$ cat src/bdmd_pkg.sv
package bdmd_pkg;
    // ----------------------------------------------------------------
    // address layout
    // ----------------------------------------------------------------
    localparam int          BDMD_OFS_W       = 7;
    localparam int          BDMD_ADDR_W      = 9;
    localparam int          BDMD_BANKS       = 4;
    localparam logic [6:0]  BDMD_OFS_LAST    = 7'h7F;
    localparam logic [6:0]  BDMD_OFS_INDIR   = 7'h00;
    localparam logic [6:0]  BDMD_OFS_STATUS  = 7'h03;
    localparam logic [6:0]  BDMD_OFS_PTR     = 7'h04;
    localparam logic [6:0]  BDMD_OFS_GP_B0   = 7'h20;
    localparam logic [6:0]  BDMD_OFS_GP_BN   = 7'h20;
    localparam logic [6:0]  BDMD_OFS_SHARED  = 7'h70;
    localparam int          BDMD_BANK_HI_POS = 6;
    localparam int          BDMD_BANK_LO_POS = 5;
    localparam logic [7:0]  BDMD_STATUS_RST  = 8'h00;
    localparam logic [7:0]  BDMD_PTR_RST     = 8'h00;
    localparam logic [7:0]  BDMD_ZERO        = 8'h00;
    localparam logic [8:0]  BDMD_GP_BYTES    = 9'h170;
    // ----------------------------------------------------------------
    // decode classes
    // ----------------------------------------------------------------
    typedef enum logic [2:0] {
        BDMD_T_INDIR,
        BDMD_T_STATUS,
        BDMD_T_PTR,
        BDMD_T_SFR,
        BDMD_T_GPR
    } bdmd_target_e;
endpackage

$ cat src/bdmd_dec_if.sv
`timescale 1ns/1ps
`default_nettype none
// carries an address to the decoder and its answer back
interface bdmd_dec_if;
    logic [8:0]   addr;
    logic [2:0]   target;
    logic [8:0]   gp_index;
    modport dec (input addr, output target, output gp_index);
    modport use_side (output addr, input target, input gp_index);
endinterface
`default_nettype wire

$ cat src/bdmd_banked_mem.sv
`timescale 1ns/1ps
`default_nettype none
// Functional notes
// - status bits 6:5 choose bank 0..3
// - bank above 7-bit offset, 128 bytes each
// - low offsets special, rest general RAM
// - every bank has special register region
// - status and pointer mirrored in all banks
// - direct via bank field, indirect via pointer
module bdmd_banked_mem #(
    parameter int GP_DEPTH = 512
) (
    // clock and reset
    input  wire logic        REF_CLK,
    input  wire logic        RSTN,
    input  wire logic        CLK_EN,
    // core access
    input  wire logic        ACC_EN,
    input  wire logic        ACC_WR,
    input  wire logic [6:0]  ACC_OFS,
    input  wire logic [7:0]  ACC_WDATA,
    output logic      [7:0]  ACC_RDATA,
    output logic             ACC_RVALID,
    // special register port toward peripherals
    output logic             SFR_EN,
    output logic             SFR_WR,
    output logic      [8:0]  SFR_ADDR,
    output logic      [7:0]  SFR_WDATA,
    input  wire logic [7:0]  SFR_RDATA,
    // register views
    output logic      [7:0]  STATUS_OUT,
    output logic      [7:0]  POINTER_OUT
);
    import bdmd_pkg::*;

    // the 9-bit ram index must always land inside the array
    if (GP_DEPTH < 512) begin : g_depth_check
        $error("GP_DEPTH too small for banked map");
    end

    // ----------------------------------------------------------------
    // state
    // ----------------------------------------------------------------
    logic [7:0] status_reg,  status_next;   // core flags and bank
    logic [7:0] ptr_reg,     ptr_next;      // indirect pointer
    logic [7:0] rdata_reg,   rdata_next;    // read answer
    logic       rvalid_reg,  rvalid_next;
    logic       sfr_en_reg,  sfr_en_next;
    logic       sfr_wr_reg,  sfr_wr_next;
    logic [8:0] sfr_addr_reg, sfr_addr_next;
    logic [7:0] sfr_wd_reg,  sfr_wd_next;
    logic [7:0] gp_mem [GP_DEPTH];          // general purpose RAM
    logic       gp_we;
    logic [8:0] gp_wa;
    logic       pend_reg,    pend_next;     // special read awaiting data

    // ----------------------------------------------------------------
    // address forming
    // ----------------------------------------------------------------
    logic [1:0] bank;        // selected bank
    logic [8:0] direct_addr; // direct full address
    logic [8:0] eff_addr;    // after indirect redirect
    logic       indirect;    // offset zero used
    bdmd_dec_if dif ();

    // bank and redirect selection
    always_comb begin
        bank        = {status_reg[BDMD_BANK_HI_POS], status_reg[BDMD_BANK_LO_POS]};
        direct_addr = {bank, ACC_OFS};
        indirect    = (ACC_OFS == BDMD_OFS_INDIR);
        // indirect uses pointer plus high bank bit
        eff_addr    = indirect ? {status_reg[BDMD_BANK_HI_POS], ptr_reg} : direct_addr;
        dif.addr    = eff_addr;
    end

    bdmd_addr_decode u_dec (
        .d (dif.dec)
    );

    // ----------------------------------------------------------------
    // access handling
    // ----------------------------------------------------------------
    always_comb begin
        status_next   = status_reg;
        ptr_next      = ptr_reg;
        rdata_next    = rdata_reg;
        rvalid_next   = 1'b0;
        sfr_en_next   = 1'b0;
        sfr_wr_next   = 1'b0;
        sfr_addr_next = sfr_addr_reg;
        sfr_wd_next   = sfr_wd_reg;
        pend_next     = 1'b0;
        gp_we         = 1'b0;
        gp_wa         = dif.gp_index;
        // deliver pending special register data
        if (pend_reg) begin
            rdata_next  = SFR_RDATA;
            rvalid_next = 1'b1;
        end
        if (ACC_EN) begin
            unique case (bdmd_target_e'(dif.target))
                // self-indirect: reads zero, writes dropped
                BDMD_T_INDIR: begin
                    if (!ACC_WR) begin
                        rdata_next  = BDMD_ZERO;
                        rvalid_next = 1'b1;
                    end
                end
                BDMD_T_STATUS: begin
                    if (ACC_WR) begin
                        status_next = ACC_WDATA;
                    end else begin
                        rdata_next  = status_reg;
                        rvalid_next = 1'b1;
                    end
                end
                BDMD_T_PTR: begin
                    if (ACC_WR) begin
                        ptr_next = ACC_WDATA;
                    end else begin
                        rdata_next  = ptr_reg;
                        rvalid_next = 1'b1;
                    end
                end
                // other special registers go out to peripherals
                BDMD_T_SFR: begin
                    sfr_en_next   = 1'b1;
                    sfr_wr_next   = ACC_WR;
                    sfr_addr_next = eff_addr;
                    sfr_wd_next   = ACC_WDATA;
                    pend_next     = !ACC_WR;
                end
                BDMD_T_GPR: begin
                    if (ACC_WR) begin
                        gp_we = 1'b1;
                    end else begin
                        rdata_next  = gp_mem[dif.gp_index];
                        rvalid_next = 1'b1;
                    end
                end
                default: begin
                    rvalid_next = 1'b0;
                end
            endcase
        end
    end

    // register update
    always_ff @(posedge REF_CLK or negedge RSTN) begin
        if (!RSTN) begin
            status_reg   <= BDMD_STATUS_RST;
            ptr_reg      <= BDMD_PTR_RST;
            rdata_reg    <= BDMD_ZERO;
            rvalid_reg   <= 1'b0;
            sfr_en_reg   <= 1'b0;
            sfr_wr_reg   <= 1'b0;
            sfr_addr_reg <= '0;
            sfr_wd_reg   <= BDMD_ZERO;
            pend_reg     <= 1'b0;
        end else if (CLK_EN) begin
            status_reg   <= status_next;
            ptr_reg      <= ptr_next;
            rdata_reg    <= rdata_next;
            rvalid_reg   <= rvalid_next;
            sfr_en_reg   <= sfr_en_next;
            sfr_wr_reg   <= sfr_wr_next;
            sfr_addr_reg <= sfr_addr_next;
            sfr_wd_reg   <= sfr_wd_next;
            pend_reg     <= pend_next;
        end
    end

    // ram write, no reset on storage
    always_ff @(posedge REF_CLK) begin
        if (CLK_EN && gp_we) begin
            gp_mem[gp_wa] <= ACC_WDATA;
        end
    end

    assign ACC_RDATA   = rdata_reg;
    assign ACC_RVALID  = rvalid_reg;
    assign SFR_EN      = sfr_en_reg;
    assign SFR_WR      = sfr_wr_reg;
    assign SFR_ADDR    = sfr_addr_reg;
    assign SFR_WDATA   = sfr_wd_reg;
    assign STATUS_OUT  = status_reg;
    assign POINTER_OUT = ptr_reg;
endmodule
`default_nettype wire

$ cat src/bdmd_addr_decode.sv
`timescale 1ns/1ps
`default_nettype none
module bdmd_addr_decode (
    // decode port
    bdmd_dec_if.dec d
);
    import bdmd_pkg::*;
    // ----------------------------------------------------------------
    // classify a full 9-bit address
    // ----------------------------------------------------------------
    logic [6:0] ofs;    // offset within bank
    logic [1:0] bank;   // bank number
    // combinational classification
    always_comb begin
        ofs        = d.addr[6:0];
        bank       = d.addr[8:7];
        d.gp_index = '0;
        if (ofs == BDMD_OFS_INDIR) begin
            d.target = 3'(BDMD_T_INDIR);
        end else if (ofs == BDMD_OFS_STATUS) begin
            d.target = 3'(BDMD_T_STATUS);
        end else if (ofs == BDMD_OFS_PTR) begin
            d.target = 3'(BDMD_T_PTR);
        end else if (ofs < ((bank == 2'd0) ? BDMD_OFS_GP_B0 : BDMD_OFS_GP_BN)) begin
            d.target = 3'(BDMD_T_SFR);
        end else begin
            d.target = 3'(BDMD_T_GPR);
            // top 16 bytes of every bank share bank 0 storage
            if (ofs >= BDMD_OFS_SHARED) begin
                d.gp_index = {2'b00, ofs};
            end else begin
                d.gp_index = {bank, ofs};
            end
        end
    end
endmodule
`default_nettype wire

$ cat config.mk
export PLATFORM = sky130hd
export DESIGN_NAME = bdmd_banked_mem
export DESIGN_NICKNAME = d
export VERILOG_FILES = /design/src/bdmd_pkg.sv /design/src/bdmd_dec_if.sv /design/src/bdmd_banked_mem.sv /design/src/bdmd_addr_decode.sv
export SDC_FILE = /design/constraint.sdc
export NUM_CORES = 2
export LEC_CHECK = 0
export BUFFER_PORTS_ARGS = -buffer_cell sky130_fd_sc_hd__buf_2
export CAP_MARGIN = 20
export CORE_MARGIN = 4
export CORE_UTILIZATION = 63
export DETAILED_ROUTE_END_ITERATION = 7
export PLACE_DENSITY = 0.86
export SLEW_MARGIN = 25
export SYNTH_ARGS = -nofsm -noshare
export SYNTH_HDL_FRONTEND = slang
export SYNTH_HIERARCHICAL = 1
export SYNTH_SLANG_ARGS = --single-unit
$ cat constraint.sdc
create_clock -name REF_CLK -period 4.2 [get_ports REF_CLK]
set_clock_uncertainty 0.05 [all_clocks]
set_input_delay 0.63 -clock REF_CLK [delete_from_list [all_inputs] [get_ports REF_CLK]]
set_output_delay 0.63 -clock REF_CLK [all_outputs]
set_load 0.05 [all_outputs]
==> results of run 1 <==
[what timing repair did]
item,4_1_cts
hold buffers,5
gates resized for setup,276
pin swaps,50
gates cloned,15
endpoints found under the setup margin,8
setup buffers,48
endpoints found under the hold margin,39
[synth_stat cells, types with 77 or more instances]
library cell | number | area, sq um
a21oi_1 | 128 | 641
nand2_1 | 191 | 717
mux2i_1 | 386 | 3860
nor2_1 | 582 | 2180
mux2_2 | 79 | 890
clkbuf_1 | 179 | 672
mux4_2 | 879 | 19800
buf_4 | 77 | 578
nand3_1 | 85 | 425
o21ai_0 | 97 | 485
buf_2 | 182 | 911
edfxtp_1 | 4096 | 123000
a22oi_1 | 204 | 1530
[per-layer routing]
| layer | GRT overflow | global-route usage, % |
|---|---|---|
| met2 | 0 | 79.1 |
| met1 | 0 | 64.1 |
| met4 | 1 | 64.1 |
| met5 | 0 | 46.2 |
| met3 | 0 | 62.0 |
[stage by stage]
stage | cell area (sq um) | std cells | util (%) | hold WS, ns
3_5_place_dp | 180000 | 12300 | 70.9 | 0.438
4_1_cts | 195000 | 13100 | 76.8 | 0.0443
2_1_floorplan | 163000 | 7830 | - | 0.284
3_3_place_gp | 180000 | 12300 | 70.9 | 0.432
[cell families after synthesis]
group,Yosys count,synth area share (%)
flip-flops,4141,76.9
adder cells (fa/ha/maj),1,0.00620
XOR/XNOR,1,0.00543
multiplexers,1344,15.2
buffers and inverters,511,1.67
AND/OR/NAND/NOR,1056,2.86
AO/OA/AOI/OAI,776,3.33
==> metrics, run 1 <==
Mapped Cells=slightly below 8000; total CTS buffers=between 300 and 400; top_reg_cell synth=edfxtp_1; status=stopped before the end; syn_area_per_cell=20.6 sq um; Clock Tree Buf Depth=4; # IOs=~70; Ys Warns=6; Clock Sinks=between 4000 and 5000; leftover overflow at the end of global routing=1; antenna violations before repair=roughly 130; pin count of the biggest net entering global routing=between 100 and 150; count of cell types in the netlist=between 70 and 80; CTS root buffer=clkbuf_16; Detail Placement HPWL=roughly 310000 um; syn_nets=7858; worst endpoint after global-route timing repair=ACC_RDATA[6]$_DFFE_PN0P_/D; gr usage total=67.5%; chip height=slightly above 500 um; EDFF count, synth=between 4000 and 5000; pre-CTS WS=-1.93 ns; Stop stage=global routing; ys async rst share=around 1.1%; row cnt=roughly 190; stop err=[ERROR GRT-0232] Routing congestion too high. Check the congestion heatmap in the GUI.; register bit total from synthesis=4141; port bufs=slightly above 70; H-tree depth=5; Initial Util=a little under two thirds; die span in x=between 500 and 600 um; Mapped Area=161000 sq um; gp weighted congestion=a little under 1; Seq/Total Area, Yosys=about three quarters; worst ep type=register input
==> run 2, diff against run 1 <==
--- a/config.mk
+++ b/config.mk
@@ -8,9 +8,9 @@
 export BUFFER_PORTS_ARGS = -buffer_cell sky130_fd_sc_hd__buf_2
 export CAP_MARGIN = 20
 export CORE_MARGIN = 4
-export CORE_UTILIZATION = 63
+export CORE_UTILIZATION = 40
 export DETAILED_ROUTE_END_ITERATION = 7
-export PLACE_DENSITY = 0.86
+export PLACE_DENSITY_LB_ADDON = 0.15
 export SLEW_MARGIN = 25
 export SYNTH_ARGS = -nofsm -noshare
 export SYNTH_HDL_FRONTEND = slang
==> run 2 against run 1 <==
The flow now finishes, with violations (setup timing). Synthesized cell count stayed put. Synthesized area unchanged.
==> metrics, run 2 <==
DP Area=185000 sq um; worst hold start=ACC_WDATA[2]; Design Area, Final=204000 sq um; period utilization=105%; M1 wire length=around 210000 um; startpoint types=primary input; Synth area leader=edfxtp_1; Synth Area in XOR/XNOR=0.00543%; Die ar.=around 410000 sq um; TritonCTS clock tree=done; DRT iter0 DRCs=slightly below 10000; row cnt=232; reg2reg path depth=20; CP Max Fanout=32; vias in the first global route=89700; largest register by flop count=gp_mem; Worst-Margin Slew=about 1.1 ns; port bufs=71; post-route ant nets=0; worst setup path class=primary input to register; leftover overflow at the end of global routing=0; ys async rst share=under 10%; Worst EP arrival=~5.2 ns; count of cell types in the netlist=73; final worst slack=-0.204 ns; share of the synthesized area in the top cell type=76.2%; routed vias=between 80000 and 90000; largest cells by area after synthesis=edfxtp_1, mux4_2, mux2i_1, nor2_1, a22oi_1; syn_nets=around 8000; final worst path period need=approximately 4.4 ns; # IOs=about 70; Mapped Cells=a little under 8000; commonest non-fill, non-tap cells in the layout=edfxtp_1, buf_4, mux4_2; final setup TNS=-1.05 ns; top-count cell post-synth=edfxtp_1; status=finished with violations; Compound-Gate Fraction of Synth Area=between 3 and 4%; chip height=643 um; Initial Util=40.3%; CTS root buffer=clkbuf_16; crit path max-delay cell type=or4_4; Clock Tree Buf Depth=4; r2r setup slk=-0.09 ns; Most common cell on crit path=buf_4; syn_area_per_cell=20.6 sq um; fin. max-slew vios=0; post-synthesis mux area share=approximately 15%; post-synthesis simple-gate area fraction=2.86%; clk_lat worst skew=roughly 0.97 ns; Hold Path Depth=1; min-delay worst type=primary input to register; fmax=about 230 MHz; register bit total from synthesis=between 4000 and 5000; gp weighted congestion=between 0.9 and 1; top layer in use=met5; pin count of the biggest net entering global routing=184; final hold vios=0; leading cell types by count after synthesis=edfxtp_1, mux4_2, nor2_1; WP data required=between 4 and 5 ns; core area=401000 sq um; placed cells=~14000; Worst R2R End=ACC_RDATA[2]$_DFFE_PN0P_; critical path's largest stage delay=around 0.54 ns; WL met2=roughly 240000 um; fraction of layout cells with a size suffix above 1=between 40% and 50%; drt wl/cell=32.9 um; EDFF count, synth=4096; Power Dens Cells=between 400 and 500 nW/um^2; most common cell after layout, fill and taps aside=edfxtp_1; reg2reg start=POINTER_OUT[5]$_DFFE_PN0P_; Setup crit end kind=register; Mapped Area=about 160000 sq um; Clock Sinks=4141; Detail Placement HPWL=~340000 um; total CTS buffers=between 400 and 500; Final Setup Violations=7; via/cell ratio=roughly 5.7; Ys Warns=6; Layout area overhead=26.5%; H-tree depth=5; residual DRC count=0; max reg flops=between 4000 and 5000; die span in x=~640 um; worst hold endpoint=gp_mem[496][2]$_DFFE_PP_; Clock Pin Slew Worst Setup and Hold Paths=about 0.06 ns; Seq/Total Area, Yosys=around three quarters; DRT Pass-1 Iters=7; max cap viols=0; RSZ-0062 raised after global routing=true; Slew headroom=between 20% and 30%; CP cell instances=buf_8, or4_4, nor4_4, buf_4, buf_4, buf_4, a21o_1, and2_4, buf_12, buf_12, buf_6, mux4_2, nand2_1, a21oi_1, o21bai_1, nor4_2, buf_4, nand4_1, a211oi_4, buf_6, a31oi_4; largest family of logic cells by synthesized area=multiplexers; Post-Synth Adder-Cell Area=0.00620%; first-pass GRT wire length=711000 um; top_reg_cell synth=edfxtp_1; final wirelength=slightly above 500000 um; non-filler cells, final=between 15000 and 20000; failing checks=setup timing; gr usage total=between 20% and 30%; antenna violations before repair=19; met3 WL=36500 um; Post-layout nets=between 9000 and 10000; P_leak=approximately 67 nW; Peak VDD IR=about 0.00039 V
==> run 2: how the worst max path moves through the flow <==
stage	start	endpoint	slack, ns	depth (start not counted)
after floorplan	ACC_OFS[3]	gp_mem[433][0]$_DFFE_PP_	-0.49	16
after global placement	ACC_OFS[3]	ACC_RDATA[4]$_DFFE_PN0P_	-2.28	17
after detailed placement	ACC_OFS[3]	ACC_RDATA[4]$_DFFE_PN0P_	-2.20	17
after CTS	ACC_OFS[6]	ACC_RDATA[2]$_DFFE_PN0P_	-0.16	21
after global routing	ACC_OFS[6]	ACC_RDATA[2]$_DFFE_PN0P_	-0.23	20
final	ACC_OFS[6]	ACC_RDATA[4]$_DFFE_PN0P_	-0.20	21
==> run 2: cell type report <==
class / count / area (sq um)
fillers: 31900 / 196000
flip-flops and latches: 4141 / 124000
multi-input cells: 3178 / 37400
repair buffers: 1986 / 21500
clock buffers: 519 / 11300
well taps: 5265 / 6590
clock inverters: 285 / 3160
inverters: 14 / 71.3
diodes: 5 / 12.5
==> run 2: cell families (layout without fill, tap and decap cells) <==
kind of cell,after synthesis,after routing
and+or+nand+nor,1056,1056
AOI/OAI and AO/OA,776,776
other,0,5
DFF,4141,4141
buffers and inverters,511,2804
muxes,1344,1344
xor gates and xnor gates,1,1
adders and majority gates,1,1
==> run 2: worst max-delay path: cells and delay by family <==
kind            cells  cell delay [ns]
simple gates        6             1.60
compound gates      5             1.03
buf+inv             9             1.53
mux                 1             0.30
==> run 2: through the flow <==
stage	setup slack (ns)	utilization [%]	hold slack [ns]	power (mW)
after floorplan	-0.487	-	0.284	49.1
after global placement	-2.28	46.2	0.432	52.4
after detailed placement	-2.20	46.2	0.444	52.4
after CTS	-0.155	50.7	0.0364	91.8
after global routing	-0.228	51.0	0.0440	94.0
final	-0.204	51.0	0.0574	91.2
==> run 2: metal layers <==
layer,up-vias,GRT usage [%]
met1,47500,33.7
li1,36600,-
met3,786,3.89
met5,-,0
met2,3545,39.0
met4,10,7.44
==> run 2: where the power goes <==
group          internal, mW  total, mW  switching [mW]
clock network          22.8       39.0            16.3
registers              45.5       45.6           0.103
logic                  2.70       6.63            3.93
==> run 2: timing repair <==
item	in CTS	in global routing
endpoints found under the setup margin	8	8
setup buffers	120	60
pin swaps	65	62
resized for setup	349	138
hold buffers	3	0
cloned	26	4
hold endpoints to repair	45	0
(Power assumes the default switching activity.)
